--- src/logic/core_mem_regs.svh ---
// Offsets, field positions, reset values and sizes of the core memory block.
// Included by the core memory module; definitions only.
`ifndef CORE_MEM_REGS_SVH
`define CORE_MEM_REGS_SVH

`define OFS_INDIRECT_DATA_0   7'h00
`define OFS_INDIRECT_DATA_1   7'h01
`define OFS_PC_LOW_BYTE       7'h02
`define OFS_ALU_RESET_FLAGS   7'h03
`define OFS_POINTER0_LOW      7'h04
`define OFS_POINTER0_HIGH     7'h05
`define OFS_POINTER1_LOW      7'h06
`define OFS_POINTER1_HIGH     7'h07
`define OFS_BANK_SELECT       7'h08
`define OFS_WORKING_REGISTER  7'h09
`define OFS_PC_HIGH_LATCH     7'h0A
`define OFS_INTERRUPT_CONTROL 7'h0B
`define OFS_SFR_FIRST         7'h0C
`define OFS_GPR_FIRST         7'h20
`define OFS_COMMON_FIRST      7'h70

`define ST_CARRY              0
`define ST_DIGIT_CARRY        1
`define ST_ZERO               2
`define ST_POWER_DOWN         3
`define ST_TIMEOUT            4

`define PC_RESET_VECTOR       15'h0000
`define PC_INT_VECTOR         15'h0004
`define PC_IMPL_MASK          15'h07FF
`define HE_FIRST              15'h0780
`define HE_LAST               15'h07FF
`define STACK_DEPTH           16
`define GPR_BANKS             5'h02
`define GPR_BYTES             80
`define COMMON_BYTES          16
`define PROG_SPACE_BIT        15

`endif

--- src/logic/core_mem_pkg.sv ---
// Types shared by the core memory organisation block.
// Constants live in core_mem_regs.svh.
package core_mem_pkg;

  typedef enum logic [0:0] {
    ACC_IDLE   = 1'b0,
    ACC_PFETCH = 1'b1
  } acc_state_t;

  typedef enum logic [1:0] {
    REG_CORE   = 2'b00,
    REG_SFR    = 2'b01,
    REG_RAM    = 2'b10,
    REG_UNIMPL = 2'b11
  } region_t;

  typedef struct packed {
    logic [14:0]              pc;
    logic [7:0]               working_register;
    logic [4:0]               bank_select;
    logic [15:0]              fsr0;
    logic [15:0]              fsr1;
    logic [7:0]               pc_high_latch;
    logic [7:0]               interrupt_control;
    logic                     st_z;
    logic                     st_dc;
    logic                     st_c;
    logic                     st_to;
    logic                     st_pd;
    logic [2:0]               sh_flags;
    logic [7:0]               sh_working_register;
    logic [4:0]               sh_bsr;
    logic [15:0]              sh_fsr0;
    logic [15:0]              sh_fsr1;
    logic [7:0]               sh_pc_high_latch;
    logic [15:0][14:0]        stack;
    logic [4:0]               depth;
    logic                     ovf;
    logic                     unf;
    logic                     soft_rst;
    acc_state_t               mode;
    logic [10:0]              paddr;
    logic [7:0]               rdata;
    logic                     rvalid;
  } core_state_t;

endpackage

--- src/logic/core_mem.sv ---
// Core memory organisation: PC, return stack, core registers, banked data.
// Assumes the CPU sequencer issues one request at a time and holds off
// while busy is high; program words arrive one cycle after prog_addr.
//
// Contract
// - Shadow core registers on interrupt, restore on return
// - Return stack of 16 entries, 15 bits
// - Stack overflow/underflow flags, optional software reset
// - Two 16-bit pointers reach data and program
// - Pointer program reads take one extra cycle
// - 15-bit PC wrapping within 2048 words
// - Reset starts at 0000h, interrupt at 0004h
// - High-endurance region 0780h-07FFh, low byte
// - Pointer bit 15 high reads program low byte
// - Indirect writes never alter program memory
// - 32 banks: core, peripheral, general, common
// - Bank select chooses bank; unimplemented reads zero
// - 12-bit data address: bank and offset
// - Core registers at 00h-0Bh in every bank
// - Peripheral registers at 0Ch-1Fh in every bank
// - Flag logic overrides status writes; TO, PD read-only
// - Clearing status gives 000u uluu
// - Timeout flag set/cleared by watchdog events
// - Power-down flag set/cleared by clear and sleep
// - Zero flag from result; bits 7-5 read zero
// - Digit carry from bit 3 carry-out
// - Carry from MSB, inverted borrow, rotates
`timescale 1ns/1ps
`include "core_mem_regs.svh"

module core_mem
  import core_mem_pkg::*;
(
  input  wire logic        clock,          // 200 MHz core clock
  input  wire logic        reset,          // Async reset, active high
  input  wire logic        clock_en,       // Freezes all state while low
  input  wire logic        acc_rd,         // Read request, direct offset
  input  wire logic        acc_wr,         // Write request, direct offset
  input  wire logic [6:0]  acc_addr,       // Offset within active bank
  input  wire logic [7:0]  acc_wdata,      // Write data
  output logic      [7:0]  acc_rdata,      // Read data
  output logic             acc_valid,      // Read data valid pulse
  output logic             busy,           // Program word fetch in progress
  input  wire logic [2:0]  flag_upd,       // ALU updates {z,dc,c}
  input  wire logic [2:0]  flag_val,       // ALU values {z,dc,c}
  input  wire logic        wdt_clear,      // Watchdog clear executed
  input  wire logic        sleep_exec,     // Sleep executed
  input  wire logic        wdt_timeout,    // Watchdog timer expired
  input  wire logic        pc_step,        // Advance PC
  input  wire logic        pc_jump,        // Load PC with target
  input  wire logic        call_push,      // Push PC+1 and jump
  input  wire logic        ret_pop,        // Return from call
  input  wire logic [14:0] pc_target,      // Jump or call target
  input  wire logic        int_entry,      // Interrupt accepted
  input  wire logic        int_return,     // Return from interrupt
  input  wire logic        stack_rst_en,   // Stack errors cause reset
  input  wire logic        stack_flag_clr, // Clear both stack flags
  output logic      [14:0] pc,             // Program counter
  output logic             high_endurance, // PC in high-endurance region
  output logic      [10:0] prog_addr,      // Program word address for data
  input  wire logic [13:0] prog_data,      // Program word
  output logic             stack_overflow_flag,  // Sticky overflow
  output logic             stack_underflow_flag, // Sticky underflow
  output logic             soft_reset,     // Software reset pulse
  output logic             periph_rd,      // Peripheral read strobe
  output logic             periph_wr,      // Peripheral write strobe
  output logic      [11:0] periph_addr,    // Full data address
  output logic      [7:0]  periph_wdata,   // Peripheral write data
  input  wire logic [7:0]  periph_rdata    // Peripheral read data
);

  core_state_t q;
  core_state_t d;

  logic [7:0] ram [0:(`GPR_BYTES*2)+`COMMON_BYTES-1];

  logic [15:0] ind_ptr;
  logic        ind_sel;
  logic [11:0] daddr;
  logic [6:0]  dofs;
  region_t     region;
  logic [7:0]  ram_idx;
  logic [7:0]  status_rd;
  logic [7:0]  core_rd;
  logic [7:0]  rd_byte;
  logic        prog_acc;
  logic [14:0] pc_next_seq;

  // Pointer chosen when the offset names an indirect data register
  always_comb
  begin
    ind_sel = (acc_addr == `OFS_INDIRECT_DATA_0) || (acc_addr == `OFS_INDIRECT_DATA_1);
    ind_ptr = (acc_addr == `OFS_INDIRECT_DATA_1) ? q.fsr1 : q.fsr0;
    prog_acc = ind_sel && ind_ptr[`PROG_SPACE_BIT];
    if (ind_sel)
      daddr = ind_ptr[11:0];
    else
      daddr = {q.bank_select, acc_addr};
    dofs = daddr[6:0];
  end

  // Region decode; general RAM only in banks 0-1, other offsets same in every bank
  always_comb
  begin
    ram_idx = 8'h00;
    if (ind_sel && (ind_ptr[14:12] != 3'b000))
      region = REG_UNIMPL;
    else if (dofs < `OFS_SFR_FIRST)
      region = REG_CORE;
    else if (dofs < `OFS_GPR_FIRST)
      region = REG_SFR;
    else if (dofs >= `OFS_COMMON_FIRST)
    begin
      region  = REG_RAM;
      ram_idx = 8'(`GPR_BYTES*2) + 8'(dofs - `OFS_COMMON_FIRST);
    end
    else if (daddr[11:7] < `GPR_BANKS)
    begin
      region  = REG_RAM;
      ram_idx = (daddr[7] ? 8'(`GPR_BYTES) : 8'h00) + 8'(dofs - `OFS_GPR_FIRST);
    end
    else
      region = REG_UNIMPL;
  end

  always_comb
  begin
    status_rd = 8'h00;
    status_rd[`ST_TIMEOUT]     = q.st_to;
    status_rd[`ST_POWER_DOWN]  = q.st_pd;
    status_rd[`ST_ZERO]        = q.st_z;
    status_rd[`ST_DIGIT_CARRY] = q.st_dc;
    status_rd[`ST_CARRY]       = q.st_c;
    unique case (dofs[3:0])
      4'h2:    core_rd = q.pc[7:0];
      4'h3:    core_rd = status_rd;
      4'h4:    core_rd = q.fsr0[7:0];
      4'h5:    core_rd = q.fsr0[15:8];
      4'h6:    core_rd = q.fsr1[7:0];
      4'h7:    core_rd = q.fsr1[15:8];
      4'h8:    core_rd = {3'b000, q.bank_select};
      4'h9:    core_rd = q.working_register;
      4'hA:    core_rd = q.pc_high_latch;
      4'hB:    core_rd = q.interrupt_control;
      default: core_rd = 8'h00; // Indirect of indirect reads zero
    endcase
    unique case (region)
      REG_CORE:   rd_byte = core_rd;
      REG_SFR:    rd_byte = periph_rdata;
      REG_RAM:    rd_byte = ram[ram_idx];
      REG_UNIMPL: rd_byte = 8'h00;
    endcase
  end

  always_comb
  begin
    periph_addr  = daddr;
    periph_wdata = acc_wdata;
    periph_rd    = clock_en && acc_rd && !prog_acc && (region == REG_SFR);
    periph_wr    = clock_en && acc_wr && !prog_acc && (region == REG_SFR);
    busy         = (q.mode == ACC_PFETCH);
    pc_next_seq  = (q.pc + 15'h0001) & `PC_IMPL_MASK;
  end

  // Memory array kept outside the state struct; written only on data space
  always_ff @(posedge clock)
  begin
    if (clock_en && acc_wr && !prog_acc && (region == REG_RAM))
      ram[ram_idx] <= acc_wdata;
  end

  always_comb
  begin
    d          = q;
    d.rvalid   = 1'b0;
    d.soft_rst = 1'b0;

    // Read path; program reads spend one more cycle in fetch
    unique case (q.mode)
      ACC_IDLE:
      begin
        if (acc_rd && prog_acc)
        begin
          d.mode  = ACC_PFETCH;
          d.paddr = ind_ptr[10:0];
        end
        else if (acc_rd)
        begin
          d.rdata  = rd_byte;
          d.rvalid = 1'b1;
        end
      end
      ACC_PFETCH:
      begin
        d.mode   = ACC_IDLE;
        d.rdata  = prog_data[7:0];
        d.rvalid = 1'b1;
      end
    endcase

    // Register writes; program space through a pointer is dropped
    if (acc_wr && !prog_acc && (region == REG_CORE))
    begin
      unique case (dofs[3:0])
        4'h2: d.pc = {q.pc_high_latch[6:0], acc_wdata} & `PC_IMPL_MASK;
        4'h3:
        begin
          // Any flag update masks the write to all three bits
          if (flag_upd == 3'b000)
          begin
            d.st_z  = acc_wdata[`ST_ZERO];
            d.st_dc = acc_wdata[`ST_DIGIT_CARRY];
            d.st_c  = acc_wdata[`ST_CARRY];
          end
        end
        4'h4: d.fsr0[7:0]  = acc_wdata;
        4'h5: d.fsr0[15:8] = acc_wdata;
        4'h6: d.fsr1[7:0]  = acc_wdata;
        4'h7: d.fsr1[15:8] = acc_wdata;
        4'h8: d.bank_select        = acc_wdata[4:0];
        4'h9: d.working_register       = acc_wdata;
        4'hA: d.pc_high_latch     = acc_wdata;
        4'hB: d.interrupt_control     = acc_wdata;
        default: ;
      endcase
    end

    // Flag logic wins over a status write
    if (flag_upd[2]) d.st_z  = flag_val[2];
    if (flag_upd[1]) d.st_dc = flag_val[1];
    if (flag_upd[0]) d.st_c  = flag_val[0];

    // Reset-cause bits; a timeout outranks a clear in the same cycle
    if (wdt_clear)
    begin
      d.st_to = 1'b1;
      d.st_pd = 1'b1;
    end
    if (sleep_exec)
    begin
      d.st_to = 1'b1;
      d.st_pd = 1'b0;
    end
    if (wdt_timeout)
      d.st_to = 1'b0;

    if (stack_flag_clr)
    begin
      d.ovf = 1'b0;
      d.unf = 1'b0;
    end

    // Program counter and stack; a push outranks a pop, interrupt entry outranks a call
    if (int_entry || call_push)
    begin
      if (q.depth == 5'(`STACK_DEPTH))
      begin
        d.ovf      = 1'b1;
        d.soft_rst = stack_rst_en;
      end
      else
      begin
        d.stack[q.depth[3:0]] = int_entry ? q.pc : pc_next_seq;
        d.depth               = q.depth + 5'h01;
      end
      d.pc = int_entry ? `PC_INT_VECTOR : (pc_target & `PC_IMPL_MASK);
    end
    else if (int_return || ret_pop)
    begin
      if (q.depth == 5'h00)
      begin
        d.unf      = 1'b1;
        d.soft_rst = stack_rst_en;
      end
      else
      begin
        d.pc    = q.stack[q.depth[3:0] - 4'h1] & `PC_IMPL_MASK;
        d.depth = q.depth - 5'h01;
      end
    end
    else if (pc_jump)
      d.pc = pc_target & `PC_IMPL_MASK;
    else if (pc_step)
      d.pc = pc_next_seq;

    // Shadow save and restore, no stack entries used
    if (int_entry)
    begin
      d.sh_flags  = {q.st_z, q.st_dc, q.st_c};
      d.sh_working_register   = q.working_register;
      d.sh_bsr    = q.bank_select;
      d.sh_fsr0   = q.fsr0;
      d.sh_fsr1   = q.fsr1;
      d.sh_pc_high_latch = q.pc_high_latch;
    end
    else if (int_return)
    begin
      {d.st_z, d.st_dc, d.st_c} = q.sh_flags;
      d.working_register   = q.sh_working_register;
      d.bank_select    = q.sh_bsr;
      d.fsr0   = q.sh_fsr0;
      d.fsr1   = q.sh_fsr1;
      d.pc_high_latch = q.sh_pc_high_latch;
    end

    // Hardware set wins over a software clear in the same cycle
    if (d.soft_rst || (q.depth == 5'(`STACK_DEPTH) && (int_entry || call_push)))
      d.ovf = d.ovf | (q.depth == 5'(`STACK_DEPTH) && (int_entry || call_push));
    if (!(int_entry || call_push) && (int_return || ret_pop) && q.depth == 5'h00)
      d.unf = 1'b1;
  end

  always_ff @(posedge clock or posedge reset)
  begin
    if (reset)
    begin
      q        <= '0;
      q.pc     <= `PC_RESET_VECTOR;
      q.st_to  <= 1'b1;
      q.st_pd  <= 1'b1;
      q.mode   <= ACC_IDLE;
    end
    else if (clock_en)
      q <= d;
  end

  always_comb
  begin
    pc                   = q.pc;
    prog_addr            = q.paddr;
    acc_rdata            = q.rdata;
    acc_valid            = q.rvalid;
    stack_overflow_flag  = q.ovf;
    stack_underflow_flag = q.unf;
    soft_reset           = q.soft_rst;
    high_endurance       = (q.pc >= `HE_FIRST) && (q.pc <= `HE_LAST);
  end
endmodule // core_mem

--- config.mk ---
export PLATFORM = sky130hd
export DESIGN_NAME = core_mem
export DESIGN_NICKNAME = d
export VERILOG_FILES = /design/src/logic/core_mem_pkg.sv /design/src/logic/core_mem.sv
export VERILOG_INCLUDE_DIRS = /design/src /design/src/logic
export SDC_FILE = /design/constraint.sdc
export NUM_CORES = 2
export LEC_CHECK = 0
export ABC_AREA = 1
export BUFFER_PORTS_ARGS = -buffer_cell sky130_fd_sc_hd__buf_2
export CAP_MARGIN = 10
export CORE_MARGIN = 3
export CORE_UTILIZATION = 61
export CTS_CLUSTER_DIAMETER = 100
export DETAILED_ROUTE_END_ITERATION = 10
export MAX_ROUTING_LAYER = met4
export PLACE_DENSITY = 0.79
export SYNTH_ARGS = -nofsm -noshare
export SYNTH_HDL_FRONTEND = slang
export SYNTH_SLANG_ARGS = --single-unit
--- constraint.sdc ---
create_clock -name clock -period 13.5 [get_ports clock]
set_input_delay 2.7 -clock clock [delete_from_list [all_inputs] [get_ports clock]]
set_output_delay 2.7 -clock clock [all_outputs]
set_load 0.02 [all_outputs]
== After elaboration in Yosys (flattened, before gate mapping) ==
Memory sizes are Yosys's and may differ from the RTL's.
Index checks and enable logic that the tools add are counted.
Storage, ports and cells
  bits of input ports: 74
  memory bits (writable): 1408
  register bits: 406
  output and inout port bits: 62
  memories kept: 1
Cells by class
  add/sub/neg operators: 8
  mux-type cells: 70
  $lt $le $gt $ge: 9
  equal/unequal tests: 19
  reduce and logical (&&, ||, !) cells: 39
  bitwise operators: 3
Memory list
  ram: depth 176, bits a word 8, read ports 1, clocked after Yosys merged registers in 0, write ports 1, line core_mem.sv:75  | logic [7:0] ram [0:(`GPR_BYTES*2)+`COMMON_BYTES-1];
Operators with widths (number)
  $bwmux W240: 1
  $mux W15: 8
  $mux W53: 2
  $mux W8: 12
  $pmux W8 S10: 1
  $mux W79: 1
  $bmux W15 S4: 1
  $demux W15 S4: 1
  $pmux W8 S4: 1
  $mux W5: 5
  $mux W12: 2
  $mux W11: 2
  $mux W9: 2
  $pmux W9 S2: 1
  $logic_and A1 B1 Y1: 17
  $eq A4 B3 Y1 const B: 4
  $eq A4 B4 Y1 const B: 4
  $mux W16: 1
  $mux W2: 8
  $ge A15 B11 Y1 const B: 1
  $le A15 B11 Y1 const B: 1
  $mux W1: 15
  $mux W3: 4
  $reduce_and A3 Y1: 4
  34 further kinds: 49

== Longest topological paths before layout ==
  word-level depth: 16
  mapped depth: 33
  gate-level depth less buffers: 30

== Least setup slack after synthesis ==
Ideal clock, no wire load.
  kind: input to output
  start: input port acc_addr[2]
  end: output port periph_rd
  stages on the path: 14
  required time: 10.800 ns
  slack: 6.145 ns
  buffers on the path: 1
  arrival: 4.655 ns
  path through: inv_1 > nand2_2 > nor2_8 > nand2_4 > buf_6 > nand2_1 > o21ai_2 > nand2_1 > nand2_2 > nor2_4 > inv_1 > nor2_1 > nand2_1 > nor3_1
Between the ends
  elaborated cells between the ends (all ways): 21
  those cells by class: 4 x order compare; 2 x eq/ne; 7 x mux; 8 x reduce/logical
RTL lines
  from (decl): line core_mem.sv:39  | input wire logic [6:0] acc_addr,
  $eq A7 B1 Y1 (no source line) / $logic_not A7 Y1 (equally long branches)
  $mux W16 / $logic_or A1 B1 Y1 (equally long branches): line core_mem.sv:93, core_mem.sv:92
  $mux W12 *: line core_mem.sv:95  | if (ind_sel)
  via periph_addr[5]: line core_mem.sv:67  | output logic [11:0] periph_addr,
  $ge A7 B7 Y1 (no source line)
  $mux W1: line core_mem.sv:112  | else if (dofs >= `OFS_COMMON_FIRST)
  $mux W2: line core_mem.sv:110  | else if (dofs < `OFS_GPR_FIRST)
  $mux W2 *: line core_mem.sv:108  | else if (dofs < `OFS_SFR_FIRST)
  $mux W2 *: line core_mem.sv:106  | if (ind_sel && (ind_ptr[14:12] != 3'b000))
  $eq A2 B1 Y1 *: line core_mem.sv:159  | periph_rd = clock_en && acc_rd && !prog_acc && (region == REG_SFR);
  $logic_and A1 B1 Y1 *: line core_mem.sv:159
  to (decl): line core_mem.sv:65  | output logic periph_rd,
Mark *: on every way through the listed nets, which the timed path passes. The rest lies on a longest branch.

== Worst setup path after layout ==
  start: input port acc_addr[3]
  end: memory ram[92][2], enable pin
Between the ends
  cells in the longest elaborated chain, start to end: 13
  elaborated cells between the ends (all ways): 33
  those cells by class: 4 x add/sub; 4 x order compare; 2 x eq/ne; 15 x mux; 8 x reduce/logical
Ends and longest elaborated chain (line)
  parallel branches: the longest is 13 deep, another holds $sub A7 B6 Y8
  to (decl): core_mem.sv:75
Parallel ways; which one is timed is not known.

==> impl_results.md <==
- Top cells by area, synth: edfxtp_1, dfrtp_1, nand2_1, nor2_1, inv_1
- Dpl cell area: 80,500 um2
- EDFF count, synth: 1,408
- Most frequent cell after synthesis: nand2_1
- Commonest cells in the netlist: nand2_1, edfxtp_1, nor2_1
- Die Wd: 366 um
- Sum Neg Setup Slack: 0 ns
- Final instance area: 86,200 um2
- Final WL: 219 mm
- Number of buffers created by CTS: roughly 180
- Run status: finished, final reports clean
- H-tree depth: 4
- Pin count of the biggest net entering global routing: 188
- Row count: about 130
- Post-synthesis register bit count: 1,750
- Max Cap Violations: 0
- I/O pin total: 136
- CP Launch Type: primary input
- Worst-Skew Late Latency: roughly 0.82 ns
- Sw Ratio: 0.294
- RSZ-0062 raised after global routing: false
- Worst EP arrival: 9.11 ns
- IO Port Bufs: 125
- Register area share after synthesis: 0.643
- Area grow syn2layout: 9.01%
- NetSw: 3.99 mW
- Layout cell share with drive strength beyond 1: 0.0678
- Average wire per standard cell: 22.7 um
- Post-synth top area share: 0.535
- Ys Warns: 0
- Worst vdd ir: 0.138 mV
- Starting Density: 0.617
- Final hold violations: 0
- First-pass GRT wire length: approximately 330 mm
- Worst Setup End Kind: flip-flop
- Data required, critical path: approximately 14 ns
- Die area: 134,000 um2
- Tmin final: 8.69 ns
- Via density: 6.02
- DRT iter0 DRCs: 8,377
- Routability cong.: 0.977
- Detailed Routing Iterations Pass 1: 8
- Net count reported at finish: about 7,900
- Die Span Y: about 370 um
- Antenna violations before repair: 5
- Leading area contributor after synthesis: edfxtp_1
- Vias in the first global route: 55,800
- Final period util: 0.644
- Relative slew margins: 0.0938
- Crit Path Category: primary input to flip-flop
- Post-synth net total: 7,974
- Antenna viol nets, final: 0
- Overflow after GRT: 0
- CTS sink cnt: 1,750
- CTS Buffer Depth: 3
- Clock root cell: clkbuf_16
- Post-synth ARST share: 0.195
- Max-slew violation count: 0
- Buffer count from post-CTS setup fixing: 0
- Worst hold path class: flip-flop to flip-flop
- Clock Pin Slew Worst Setup and Hold Paths: 0.06 ns
- DR vias: 58,100
- Cells after synthesis: just under 8,000
- Mean Syn Cell Area: 10.0 um2
- Cells resized by post-CTS repair: 0
- P_int: approximately 9.6 mW
- Total GRT Usage: 0.331
- Leak: 35.4 nW
- TritonCTS clock tree: yes
- Post-synth cell types: 52
- Post-route DRC: 0
- Clock power frac: 0.355
- Crit path max fanout: about 100
- Fillers: 9,305
- Power Dens Cells: between 150 and 200 nW/um2
- Post-synthesis cell area: 79,000 um2
- Combinational power share: 0.178
- Sequential share of power: 0.467
- Top_reg_cell synth: edfxtp_1
- Fmax: 0.115 GHz
- Worst-Margin Slew: 1.36 ns
- Final Skew: 0.0287 ns
- Setup Viol. Count Final: 0
- Hold_buf cts: 0
- Detailed Place HPWL: 127 mm
- Core area: around 130,000 um2
[area by class of cell]
class                   count  area, um2  share of cell area
diodes                      4       10.0            0.000116
clock inverters            79        774             0.00899
well taps                1729       2160              0.0251
repair buffers            221       1470              0.0171
flip-flops and latches   1750      50800               0.590
clock buffers             231       4840              0.0562
multi-input cells        4686      22500               0.261
inverters                 951       3590              0.0417
[sequential cells by signal (all words and copies together), names as in the netlist]
name and flops:
stack_overflow_flag 1, busy 1, soft_reset 1, acc_valid 1, acc_rdata 8, prog_addr 11, pc 15, stack_underflow_flag 1
ram 1408, q 303
[critical path, stage by stage]
cell and delay (ns):
buf_2 0.10, inv_1 0.08, nand2_2 0.10, inv_1 0.07
nand2_1 0.05, nor2_2 0.49, nand2_1 0.14, nand2_1 0.27
ha_1 0.20, inv_1 0.04, a21oi_1 0.31, nand3_2 0.17
nand3_4 0.34, nand2_4 0.22, inv_8 0.55, nand3_1 0.29
nor2_4 0.88, buf_4 0.46, nand2_1 0.48, buf_4 0.40
nor2_1 0.70
[power by group through the flow]
stage | Sequential [mW] | Combinational, mW | Clock [mW]
floorplan | 6.38 | 1.58 | 0
global placement | 6.42 | 2.28 | 0
detailed placement | 6.44 | 2.34 | 0
CTS | 6.33 | 2.36 | 4.84
global route | 6.37 | 2.62 | 5.07
finish | 6.34 | 2.42 | 4.83
[per-layer routing]
metal	vias up	global-route usage	part of all wire
met5	-	-	0
met2	3703	0.505	0.46
met4	0	0.158	0.053
met1	27600	0.426	0.37
met3	694	0.0715	0.12
li1	26100	-	-
[final timing paths]
kind,depth (start not counted),slack [ns],start,to
worst min-delay path,2,0.47,q[75]$_DFFE_PP0P_,q[75]$_DFFE_PP0P_
min in group asynchronous,2,2.09,reset,q[199]$_DFFE_PP0P_
worst min register to register,2,0.47,q[75]$_DFFE_PP0P_,q[75]$_DFFE_PP0P_
worst max register to register,17,6.98,q[350]$_DFFE_PP0P_,ram[92][2]$_DFFE_PP_
max in group asynchronous,4,8.94,reset,prog_addr[0]$_DFFE_PP0P_
worst max-delay path,21,4.81,acc_addr[3],ram[92][2]$_DFFE_PP_
[metrics by stage]
step | worst slack [ns] | util | power [mW] | hold WS [ns] | instances
floorplan | 1.32 | - | 7.96 | 0.437 | 7880
global placement | 4.34 | 0.628 | 8.70 | 0.448 | 9337
detailed placement | 4.19 | 0.628 | 8.78 | 0.453 | 9337
CTS | 5.00 | 0.672 | 13.5 | 0.468 | 9647
global route | 4.66 | 0.672 | 14.1 | 0.495 | 9651
finish | 4.81 | 0.672 | 13.6 | 0.468 | 9651
[cell families after synthesis]
kind of cell	after synthesis	synth area share
AOI/OAI and AO/OA	1011	0.0684
adders and majority gates	20	0.00336
and+or+nand+nor	3635	0.209
buffers and inverters	1444	0.0735
DFF	1750	0.643
muxes	2	0.000285
xor gates and xnor gates	18	0.00199
[placed cells by master, fill, tap and decap left out, types with 4 or more instances in the layout]
cell,n
nor2_1,986
ha_1,18
nor3_1,8
o22ai_1,96
bufinv_16,15
o21ai_1,154
nand3_1,222
inv_2,16
diode_2,4
buf_6,8
a31oi_1,5
buf_2,116
o221ai_1,14
nor2_2,6
o21ai_0,598
inv_1,925
clkbuf_8,8
nand2_4,4
nand2_1,1594
a21oi_1,85
or2_0,116
clkbuf_16,183
buf_4,91
edfxtp_1,1408
buf_12,6
nand2_2,11
xnor2_1,4
dfrtp_1,339
clkinv_2,20
nand4_1,270
nor2_4,7
or2_2,18
xor2_1,14
o41ai_1,4
clkbuf_1,40
clkinv_1,43
nand3b_1,385
o211ai_1,30
Power figures use the tool's default switching activity.
